**src/rtl/wkt_defs.svh**
```systemverilog
// register map, field positions, reset values and limits of the wake-up timer
`ifndef WKT_DEFS_SVH
`define WKT_DEFS_SVH

`define WKT_OFF_LOAD 32'hffff_0340
`define WKT_OFF_VALUE 32'hffff_0344
`define WKT_OFF_CTRL 32'hffff_0348
`define WKT_OFF_CLR 32'hffff_034c
`define WKT_OFF_STAT 32'hffff_0350
`define WKT_OFF_IEN 32'hffff_0354

`define WKT_RST_LOAD 32'h0000_0000
`define WKT_RST_VALUE 32'hffff_ffff
`define WKT_RST_CTRL 11'h000
`define WKT_CTRL_W 11

`define WKT_SRC_HI 10
`define WKT_SRC_LO 9
`define WKT_UP_BIT 8
`define WKT_EN_BIT 7
`define WKT_PER_BIT 6
`define WKT_FMT_HI 5
`define WKT_FMT_LO 4
`define WKT_PRE_HI 3
`define WKT_PRE_LO 0

`define WKT_PRE_D16 4'h4
`define WKT_PRE_D256 4'h8
`define WKT_PRE_D32K 4'hf
`define WKT_MASK_D1 15'h0000
`define WKT_MASK_D16 15'h000f
`define WKT_MASK_D256 15'h00ff
`define WKT_MASK_D32K 15'h7fff

`define WKT_HUN_MAX 8'h63
`define WKT_SEC_MAX 8'h3b
`define WKT_HR24_MAX 8'h17
`define WKT_HR255_MAX 8'hff

`endif

```
**src/rtl/wkt_pkg.sv**
```systemverilog
// types of the wake-up timer
package wkt_pkg;

	typedef enum logic [1:0] {
		WKT_SRC_CORE = 2'h0,
		WKT_SRC_LPOSC = 2'h1,
		WKT_SRC_XTAL = 2'h2,
		WKT_SRC_PREC = 2'h3
	} wkt_source_type;

	typedef enum logic [1:0] {
		WKT_FMT_BIN = 2'h0,
		WKT_FMT_RSVD = 2'h1,
		WKT_FMT_HMS24 = 2'h2,
		WKT_FMT_HMS255 = 2'h3
	} wkt_format_type;

endpackage : wkt_pkg

```
**src/rtl/wkt_wakeup_timer.sv**
```systemverilog
// 32-bit wake-up timer with apb register slave
// How it works
// - control bits 10:9 pick the prescaler source: core, lp, xtal, precision.
// - control bits 3:0 divide the source by 1, 16, 256 or 32768.
// - control bit 8 high counts up, low (default) counts down.
// - control bit 7 enables counting; cleared the counter holds.
// - control bit 6 high is periodic mode, low is free running.
// - control bits 5:4 pick binary or hh:mm:ss:hundredths up to 23 or 255 h.
// - at the end of the count the counter is reloaded from the load register in periodic mode; free running it wraps to zero or top.
// - the counter runs on from the lp, xtal or precision source while the core clock is stopped.
// - any write to the clear register drops the pending interrupt unless a timeout falls in the same cycle.
// - value register reads the live count, ignores writes, resets all ones.
// - the load register is read/write and resets to zero.
`timescale 1ns/1ns
`include "wkt_defs.svh"

module wkt_wakeup_timer
	import wkt_pkg::*;
(
	// clock and reset
	input wire logic clk_i,
	input wire logic rst_n_i,
	// apb slave
	input wire logic psel_i,
	input wire logic penable_i,
	input wire logic pwrite_i,
	input wire logic [31:0] paddr_i,
	input wire logic [31:0] pwdata_i,
	output logic [31:0] prdata_o,
	output logic pready_o,
	output logic pslverr_o,
	// count sources
	input wire logic core_clk_en_i,
	input wire logic lp_osc_i,
	input wire logic xtal_i,
	input wire logic prec_osc_i,
	// interrupt
	output logic irq_o
);

	////////////////////////////////////////////////////////////////////////
	// functions

	function automatic logic [14:0] pre_mask(input logic [3:0] code);
		case (code)
			`WKT_PRE_D16: pre_mask = `WKT_MASK_D16;
			`WKT_PRE_D256: pre_mask = `WKT_MASK_D256;
			`WKT_PRE_D32K: pre_mask = `WKT_MASK_D32K;
			default: pre_mask = `WKT_MASK_D1;
		endcase
	endfunction : pre_mask

	function automatic logic addr_hit(input logic [31:0] a);
		case (a)
			`WKT_OFF_LOAD, `WKT_OFF_VALUE, `WKT_OFF_CTRL,
			`WKT_OFF_CLR, `WKT_OFF_STAT, `WKT_OFF_IEN: addr_hit = 1'b1;
			default: addr_hit = 1'b0;
		endcase
	endfunction : addr_hit

	function automatic logic [31:0] hms_step(
		input logic [31:0] v,
		input logic up
	);
		logic [7:0] c;
		logic [7:0] s;
		logic [7:0] m;
		logic [7:0] h;
		c = v[7:0];
		s = v[15:8];
		m = v[23:16];
		h = v[31:24];
		if (up) begin
			if (c != `WKT_HUN_MAX) begin
				c = c + 8'h01;
			end else begin
				c = 8'h00;
				if (s != `WKT_SEC_MAX) begin
					s = s + 8'h01;
				end else begin
					s = 8'h00;
					if (m != `WKT_SEC_MAX) begin
						m = m + 8'h01;
					end else begin
						m = 8'h00;
						h = h + 8'h01;
					end
				end
			end
		end else begin
			if (c != 8'h00) begin
				c = c - 8'h01;
			end else begin
				c = `WKT_HUN_MAX;
				if (s != 8'h00) begin
					s = s - 8'h01;
				end else begin
					s = `WKT_SEC_MAX;
					if (m != 8'h00) begin
						m = m - 8'h01;
					end else begin
						m = `WKT_SEC_MAX;
						h = h - 8'h01;
					end
				end
			end
		end
		hms_step = {h, m, s, c};
	endfunction : hms_step

	////////////////////////////////////////////////////////////////////////
	// registers and control fields

	logic [31:0] load_r;
	logic [31:0] value_r;
	logic [31:0] value_nxt;
	logic [`WKT_CTRL_W-1:0] ctrl_r;
	logic stat_r;
	logic ien_r;
	logic pready_r;
	logic [31:0] prdata_r;
	logic pslverr_r;
	logic [2:0] osc_prev_r;
	logic [14:0] pre_cnt_r;

	wkt_source_type src;
	wkt_format_type fmt;
	logic count_up;
	logic count_en;
	logic periodic;
	logic [14:0] mask;

	assign src = wkt_source_type'(ctrl_r[`WKT_SRC_HI:`WKT_SRC_LO]);
	assign fmt = wkt_format_type'(ctrl_r[`WKT_FMT_HI:`WKT_FMT_LO]);
	assign count_up = ctrl_r[`WKT_UP_BIT];
	assign count_en = ctrl_r[`WKT_EN_BIT];
	assign periodic = ctrl_r[`WKT_PER_BIT];
	assign mask = pre_mask(ctrl_r[`WKT_PRE_HI:`WKT_PRE_LO]);

	////////////////////////////////////////////////////////////////////////
	// apb access

	logic access;
	logic wr_fire;
	logic hit;

	assign access = psel_i && penable_i;
	assign wr_fire = access && pready_r && pwrite_i;
	assign hit = addr_hit(paddr_i);

	// one wait state: data and error are registered on the same edge that raises pready
	always_ff @(posedge clk_i) begin
		if (!rst_n_i) begin
			pready_r <= 1'b0;
		end else begin
			pready_r <= access && !pready_r;
		end
	end

	always_ff @(posedge clk_i) begin
		if (!rst_n_i) begin
			prdata_r <= 32'h0000_0000;
			pslverr_r <= 1'b0;
		end else if (access && !pready_r) begin
			pslverr_r <= !hit;
			prdata_r <= 32'h0000_0000;
			if (!pwrite_i) begin
				case (paddr_i)
					`WKT_OFF_LOAD: prdata_r <= load_r;
					`WKT_OFF_VALUE: prdata_r <= value_r;
					`WKT_OFF_CTRL: prdata_r <= {21'h00_0000, ctrl_r};
					`WKT_OFF_STAT: prdata_r <= {31'h0000_0000, stat_r};
					`WKT_OFF_IEN: prdata_r <= {31'h0000_0000, ien_r};
					default: prdata_r <= 32'h0000_0000;
				endcase
			end
		end else begin
			pslverr_r <= 1'b0;
		end
	end

	assign pready_o = pready_r;
	assign prdata_o = prdata_r;
	assign pslverr_o = pslverr_r;

	// load register
	always_ff @(posedge clk_i) begin
		if (!rst_n_i) begin
			load_r <= `WKT_RST_LOAD;
		end else if (wr_fire && paddr_i == `WKT_OFF_LOAD) begin
			load_r <= pwdata_i;
		end
	end

	// control register
	always_ff @(posedge clk_i) begin
		if (!rst_n_i) begin
			ctrl_r <= `WKT_RST_CTRL;
		end else if (wr_fire && paddr_i == `WKT_OFF_CTRL) begin
			ctrl_r <= pwdata_i[`WKT_CTRL_W-1:0];
		end
	end

	// interrupt enable register
	always_ff @(posedge clk_i) begin
		if (!rst_n_i) begin
			ien_r <= 1'b0;
		end else if (wr_fire && paddr_i == `WKT_OFF_IEN) begin
			ien_r <= pwdata_i[0];
		end
	end

	////////////////////////////////////////////////////////////////////////
	// source selection and prescaler

	logic [2:0] osc_in;
	logic [2:0] osc_rise;
	logic src_tick;
	logic pre_tick;

	assign osc_in = {prec_osc_i, xtal_i, lp_osc_i};

	// oscillator edge detection keeps running with the core clock gated
	generate
		for (genvar g = 0; g < 3; g++) begin : g_osc
			always_ff @(posedge clk_i) begin
				if (!rst_n_i) begin
					osc_prev_r[g] <= 1'b0;
				end else begin
					osc_prev_r[g] <= osc_in[g];
				end
			end
			assign osc_rise[g] = osc_in[g] && !osc_prev_r[g];
		end
	endgenerate

	always_comb begin
		case (src)
			WKT_SRC_CORE: src_tick = core_clk_en_i;
			WKT_SRC_LPOSC: src_tick = osc_rise[0];
			WKT_SRC_XTAL: src_tick = osc_rise[1];
			WKT_SRC_PREC: src_tick = osc_rise[2];
			default: src_tick = 1'b0;
		endcase
	end

	assign pre_tick = count_en && src_tick && (pre_cnt_r >= mask);

	always_ff @(posedge clk_i) begin
		if (!rst_n_i) begin
			pre_cnt_r <= 15'h0000;
		end else if (!count_en || pre_tick) begin
			pre_cnt_r <= 15'h0000;
		end else if (src_tick) begin
			pre_cnt_r <= pre_cnt_r + 15'h0001;
		end
	end

	////////////////////////////////////////////////////////////////////////
	// counter

	logic hms;
	logic [31:0] top;
	logic at_end;
	logic timeout;

	assign hms = (fmt == WKT_FMT_HMS24) || (fmt == WKT_FMT_HMS255);
	always_comb begin
		case (fmt)
			WKT_FMT_HMS24:
				top = {`WKT_HR24_MAX, `WKT_SEC_MAX, `WKT_SEC_MAX, `WKT_HUN_MAX};
			WKT_FMT_HMS255:
				top = {`WKT_HR255_MAX, `WKT_SEC_MAX, `WKT_SEC_MAX, `WKT_HUN_MAX};
			default: top = 32'hffff_ffff;
		endcase
	end

	assign at_end = count_up ? (value_r == top) : (value_r == 32'h0000_0000);
	assign timeout = pre_tick && at_end;

	always_comb begin
		value_nxt = value_r;
		if (timeout) begin
			if (periodic) begin
				value_nxt = load_r;
			end else begin
				value_nxt = count_up ? 32'h0000_0000 : top;
			end
		end else if (pre_tick) begin
			if (hms) begin
				value_nxt = hms_step(value_r, count_up);
			end else if (count_up) begin
				value_nxt = value_r + 32'h0000_0001;
			end else begin
				value_nxt = value_r - 32'h0000_0001;
			end
		end
	end

	// writes to the value register are not decoded here
	always_ff @(posedge clk_i) begin
		if (!rst_n_i) begin
			value_r <= `WKT_RST_VALUE;
		end else if (count_en) begin
			value_r <= value_nxt;
		end
	end

	////////////////////////////////////////////////////////////////////////
	// interrupt

	logic clr_fire;

	assign clr_fire = wr_fire && paddr_i == `WKT_OFF_CLR;

	// a timeout in the clearing cycle wins
	always_ff @(posedge clk_i) begin
		if (!rst_n_i) begin
			stat_r <= 1'b0;
		end else if (timeout) begin
			stat_r <= 1'b1;
		end else if (clr_fire) begin
			stat_r <= 1'b0;
		end
	end

	assign irq_o = stat_r && ien_r;

endmodule : wkt_wakeup_timer

```
**config.mk**
```make
export PLATFORM = sky130hd
export DESIGN_NAME = wkt_wakeup_timer
export DESIGN_NICKNAME = d
export VERILOG_FILES = /design/src/rtl/wkt_pkg.sv /design/src/rtl/wkt_wakeup_timer.sv
export VERILOG_INCLUDE_DIRS = /design/src /design/src/rtl
export SDC_FILE = /design/constraint.sdc
export NUM_CORES = 1
export LEC_CHECK = 0
export ABC_CLOCK_PERIOD_IN_PS = 10200
export BUFFER_PORTS_ARGS = -buffer_cell sky130_fd_sc_hd__clkbuf_2
export CAP_MARGIN = 20
export CORE_MARGIN = 2
export CORE_UTILIZATION = 61
export DETAILED_ROUTE_END_ITERATION = 8
export PLACE_DENSITY = 0.87
export SYNTH_ARGS = -nofsm -noshare
export SYNTH_HDL_FRONTEND = slang
export SYNTH_SLANG_ARGS = --single-unit
```
**constraint.sdc**
```tcl
create_clock -name clk_i -period 10.2 [get_ports clk_i]
set_input_delay 0 -clock clk_i [delete_from_list [all_inputs] [get_ports clk_i]]
set_output_delay 0 -clock clk_i [all_outputs]
set_load 0.1 [all_outputs]
```
Word-level counts from Yosys, hierarchy flattened. Cells that the tools add are included.

Bits in registers: 129. Bits in latches: 0. RAM bits: 0. Bits in read-only memories: 0. Input port bits: 73. Output and inout bits: 35. Logic and storage cells: 126. Memories: 0.

$add $sub $neg: 11. Multiply operators: 0. Div/mod/pow operators: 0. $lt $le $gt $ge: 1. Equality and inequality tests: 24. Shifts and indexed selects: 0. Mux-type cells: 37. Bitwise logic cells: 1. Reduce and logical (&&, ||, !) cells: 37.

Operators with widths (number): $mux 32 (7); $eq 32x32->1 const B (6); $mux 8 (22); $pmux 32 s5 (1); $pmux 32 s2 (1); $pmux 15 s3 (1); $add 32x1->32 const B (1); $add 8x1->8 const B (4); $eq 32x32->1 (1); $logic_not 32->1 (1); $sub 32x1->32 const B (1); $sub 8x1->8 const B (4); $ne 4x4->1 const B (6); $reduce_bool 8->1 (3); $ne 8x6->1 const B (2); $add 15x1->15 const B (1); $ge 15x15->1 (1); $logic_and 1x1->1 (15); $eq 2x2->1 const B (4); $eq 4x4->1 const B (2); $ne 8x7->1 const B (1); $reduce_and 8->1 (1); $logic_not 1->1 (6); $reduce_and 6->1 (1); other kinds (12) (18).

Depth between registers and ports, before layout.
Word-level depth: 8. Gate-level depth with buffers: 14. Gate-level depth less buffers: 12.

Worst setup path after synthesis. No wires, ideal clock.

Path kind: register -> register. From: reg ctrl_r[8]. To: reg value_r[22]. Library setup time: 0.134 ns. Arrival time: 3.238 ns. Data required time: 10.066 ns. Path slack: 6.828 ns. Stages on the path, launching flop included: 13. Buffers on the path: 1. Period minus slack after synthesis: 3.372 ns. Path through: dfxtp_1 -> buf_2 -> inv_1 -> ha_1 -> a211oi_1 -> o22ai_1 -> a41o_1 -> a2111oi_2 -> nor2_1 -> a31oi_1 -> xor2_1 -> o2111a_1 -> a21oi_1.

Cells in the longest elaborated chain, start to end: 4. Elaborated cells on any way between the ends: 15. Classes of those cells: eq/ne (4); mux (8); reduce/logical (3).

RTL lines: start: declaration (line wkt_wakeup_timer.sv:117) `` logic [`WKT_CTRL_W-1:0] ctrl_r; ``; start signal: assignment (line wkt_wakeup_timer.sv:198) `` ctrl_r <= `WKT_RST_CTRL; ``; start signal: assignment (line wkt_wakeup_timer.sv:200) `` ctrl_r <= pwdata_i[`WKT_CTRL_W-1:0]; ``; $mux 1, or another cell as far along (line wkt_wakeup_timer.sv:278) `assign at_end = count_up ? (value_r == top) : (value_r == 32'h0000_0000);`; $logic_and 1x1->1 / $mux 32 (equally long branches) (line wkt_wakeup_timer.sv:279, wkt_wakeup_timer.sv:290); $ne 4x4->1 (no source line), or another cell as far along; $reduce_and 6->1 (no source line) / $mux 32 (equally long branches); end signal: assignment (line wkt_wakeup_timer.sv:303) `` value_r <= `WKT_RST_VALUE; ``; end signal: assignment (line wkt_wakeup_timer.sv:305) `value_r <= value_nxt;`; end: declaration (line wkt_wakeup_timer.sv:115) `logic [31:0] value_r;`.

Several ways; a longest one is shown, not always the timed one. The select of a mux whose other input is x is not followed. A chain may end at the register's enable or synchronous reset.

Worst setup path in the final report.
From: reg ctrl_r[0]. To: reg value_r[31].

Cells in the longest elaborated chain, start to end: 7. Elaborated cells on any way between the ends: 16. Classes of those cells: order compare (1); eq/ne (9); mux (2); reduce/logical (4).

RTL lines: $eq 4x4->1 / $eq 4x3->1 (equally long branches) (line wkt_wakeup_timer.sv:45) `case (code)`; $pmux 15 s3 (*) (line wkt_wakeup_timer.sv:45); $ge 15x15->1 (*) (line wkt_wakeup_timer.sv:247) `assign pre_tick = count_en && src_tick && (pre_cnt_r >= mask);`; $logic_and 1x1->1 (*) (line wkt_wakeup_timer.sv:247); $logic_and 1x1->1 (line wkt_wakeup_timer.sv:279) `assign timeout = pre_tick && at_end;`; $ne 4x4->1 (no source line) / $reduce_bool 2->1 (equally long branches); $reduce_and 8->1 (no source line).

Mark *: on every way between the ends. The rest lies on a longest branch, timed or not.

==> summary.txt <==
Floorplanning
  • Top Ports: 108
  • Die Footprint: 0.01614 mm2
  • CORE AREA: 0.01464 mm2
  • Starting Density: 0.6307
  • Die height: 127.1 um
  • # rows: 44
  • Die X-Extent: 127.1 um

Global route
  • Largest net degree at the start of global routing: 58
  • First-pass GRT wire length: 48.23 mm
  • GR Overflow Total: 0
  • Vias in the first global route: 9548
  • All-layer global routing usage: 0.3693
  • Initial antenna violation count: 0

Route
  • DR DRC count: 0
  • Vias/cell: 6.894
  • WL final: 30.81 mm
  • First-pass DRT Iterations: 7
  • Vias after detailed routing: 10330
  • Initial drt markers: 1337
  • WL/cell: 20.55 um
  • DRT antenna net count: 0

STA
  • Final Cycle Share: 0.3677
  • Fin Setup TNS: 0 ps
  • Final setup fails: 0
  • Worst slew margin: 0.2754
  • Fin crit period: 3751 ps
  • Worst Tran Pin Value: 1087 ps
  • Layout Skew: 10.61 ps
  • Max Fclk: 266.6 MHz
  • RSZ-0062 raised after global routing: false
  • Fin. Hold Viols: 0
  • Setup slack after layout: 6449 ps
  • Slew Limit Fails: 0

Power and ir drop
  • Maximum VDD drop: 130.4 uV
  • Power per Cell Area: 108.0 mW/mm2
  • Leak pwr: 4.151 nW
  • Total Power: 1.155 mW

Setup path
  • Critical Path RT: 10500 ps
  • Crit path arrival time: 4050 ps
  • Critical-path cell list: nand4_1 -> o31ai_1 -> inv_1 -> ha_1 -> nand3_1 -> a21oi_1 -> o21ai_0 -> a31o_2 -> nor2_1 -> nand3_1 -> o21ai_0 -> a21oi_1
  • CP Max Fanout: 21
  • Crit path from: ctrl_r[0]
  • Critical path endpoint category: register
  • Origin of the critical flop-to-flop path: ctrl_r[0]
  • Max incr delay on CP: 870 ps
  • Slowest cell on crit path: nor2_1
  • Kind of critical path: register to register
  • Setup crit start kind: register

Place
  • RD Place Congestion: 0.9424
  • Port buffer count: 107
  • DP HPWL: 20.03 mm
  • Placement Setup Slack: 6483 ps

Synthesis
  • Sequential area share after synthesis: 0.2796
  • Cell variety after synth: 88
  • Main synth FF type: dfxtp_1
  • Post-synth EDFFs: 0
  • Syn Inst Count: 1219
  • Post-Syn Area per Cell: 7.577 um2
  • Post-synthesis async set-or-reset flop share: 0
  • Synthesized Nets: 1346
  • Ys Warns: 0
  • Yosys reg bits: 129
  • Mapped Area: 0.009236 mm2

Clock tree
  • Longest Clk Path Bufs: 2
  • Clock slew at reported path FFs: 60 ps
  • Root buffer cell: clkbuf_16
  • Worst skew pair latency: 430 ps
  • CTS tree: yes
  • CTS buffer count: 17
  • Clock Sinks: 129
  • PostCTS Resize Cnt: 0
  • H-tree levels: 4

Cells and area
  • Layout cells sized above 1: 0.1323
  • # fillers: 1035
  • Final #Nets: 1429
  • Layout area overhead: 15.84%
  • Ant diodes: 0

Job
  • Max cap viols: 0

Min path
  • HP Start: rst_n_i
  • Worst Hold Class: primary input to register

Status
  • Status: finished, final reports clean
routing by layer:
metal / track usage / routed length [um] / up-vias
li1: - / - / 4667
met1: 0.4543 / 11710 / 4752
met2: 0.6129 / 14200 / 727
met3: 0.07328 / 3019 / 188
met4: 0.1959 / 1878 / 0
met5: 0 / 0 / -
timing repair:
item | in CTS | in global routing
hold buffers | 37 | 0
endpoints found under the setup margin | 0 | 0
setup buffers | 0 | 0
endpoints found under the hold margin | 49 | 0
through the flow:
stage                     area (um2)  hold WS, ps    util  instances
after floorplan                 9236        121.7       -       1219
after global placement          9683        212.6  0.6612       1427
after detailed placement        9683        216.4  0.6612       1427
after CTS                      10630        12.76  0.7258       1496
after global routing           10700        45.15  0.7306       1499
final                          10700        41.01  0.7306       1499
registers in the layout (all words and copies together), names as in the netlist:
register,count
stat_r,1
pre_cnt_r,15
value_r,32
pready_o,1
ien_r,1
osc_prev_r,3
prdata_o,32
pslverr_o,1
ctrl_r,11
load_r,32
critical path, delay by kind of cell, from the launching register on:
kind | cells | cell delay [ps]
AND/OR/NAND/NOR | 4 | 1500
AO/OA/AOI/OAI | 6 | 1150
flip-flops | 1 | 480
adder cells (fa/ha/maj) | 1 | 330
buffers and inverters | 1 | 150
area by class of cell:
type	count	area (um2)	share of cell area
inverters	22	82.58	0.007718
flip-flops and latches	129	2582	0.2414
clock inverters	8	103.9	0.009707
well taps	184	230.2	0.02152
multi-input cells	975	6177	0.5774
repair buffers	157	1051	0.09823
clock buffers	24	471.7	0.04409
cells in the mapped netlist, types with 4 or more instances:
master       n  share of area
nor2b_1     11         0.0075
o21ai_1     10         0.0054
a31oi_1      8         0.0054
a21o_1      10         0.0081
nand3_1     37          0.020
and3_1      14         0.0095
nand2b_1    12         0.0081
nand4_1     28          0.019
o221ai_1     5         0.0047
nand2_1    146          0.059
a211oi_1    21          0.017
nor3_1      22          0.012
nand3b_1     4         0.0033
xnor2_1     21          0.020
or3_1        9         0.0061
a2bb2oi_1    4         0.0038
nor4_1      10         0.0068
ha_1        52          0.070
a221oi_1     7         0.0066
o21ai_0     38          0.021
a211o_1      4         0.0038
clkbuf_1    63          0.026
o311ai_1     4         0.0038
o31ai_1     21          0.017
o22ai_1     15          0.010
buf_2       23          0.012
inv_1       21         0.0085
dfxtp_1    129           0.28
and2_1      22          0.015
a22oi_1     29          0.024
nor2_1     135          0.055
xor2_1      25          0.024
mux2i_1     16          0.017
a32oi_1      5         0.0047
a21oi_1    147          0.080
a222oi_1    10          0.011
layout by cell type, fill, tap and decap left out, types with 21 or more instances in the layout:
master / netlist / routed
o31ai_1: 21 / 21
dfxtp_1: 129 / 129
nand3_1: 37 / 37
nand4_1: 28 / 28
and2_1: 22 / 22
nand2_1: 146 / 146
xor2_1: 25 / 25
clkbuf_2: 0 / 107
nor2_1: 135 / 135
xnor2_1: 21 / 21
a21oi_1: 147 / 147
o21ai_0: 38 / 38
ha_1: 52 / 52
a22oi_1: 29 / 29
a211oi_1: 21 / 21
nor3_1: 22 / 22
dlygate4sd3_1: 0 / 37
power by group:
group | internal, mW | leakage, nW | total, mW | switching, mW
clock | 0.373 | 0.279 | 0.602 | 0.229
combinational | 0.0228 | 2.83 | 0.0480 | 0.0252
sequential | 0.505 | 1.04 | 0.505 | 0.000361
total | 0.901 | 4.15 | 1.16 | 0.254
cell families (layout without fill, tap and decap cells):
| logic type | Yosys count | count (layout) | share of synthesized area |
|---|---|---|---|
| buffers and inverters | 115 | 211 | 0.05351 |
| AO/OA/AOI/OAI | 384 | 384 | 0.2747 |
| adder cells (fa/ha/maj) | 54 | 54 | 0.07478 |
| multiplexers | 19 | 19 | 0.02343 |
| AND/OR/NAND/NOR | 472 | 472 | 0.2503 |
| XOR/XNOR | 46 | 46 | 0.04362 |
| flip-flops | 129 | 129 | 0.2796 |
worst paths after layout:
path	cells past startpoint	slack, ps	endpoint
setup / recovery	12	6450	value_r[31]
hold / removal	3	40	value_r[5]
hold reg to reg	2	460	prdata_o[0]
setup reg to reg	12	6450	value_r[31]
No activity file was read; power rests on OpenSTA's default activity.
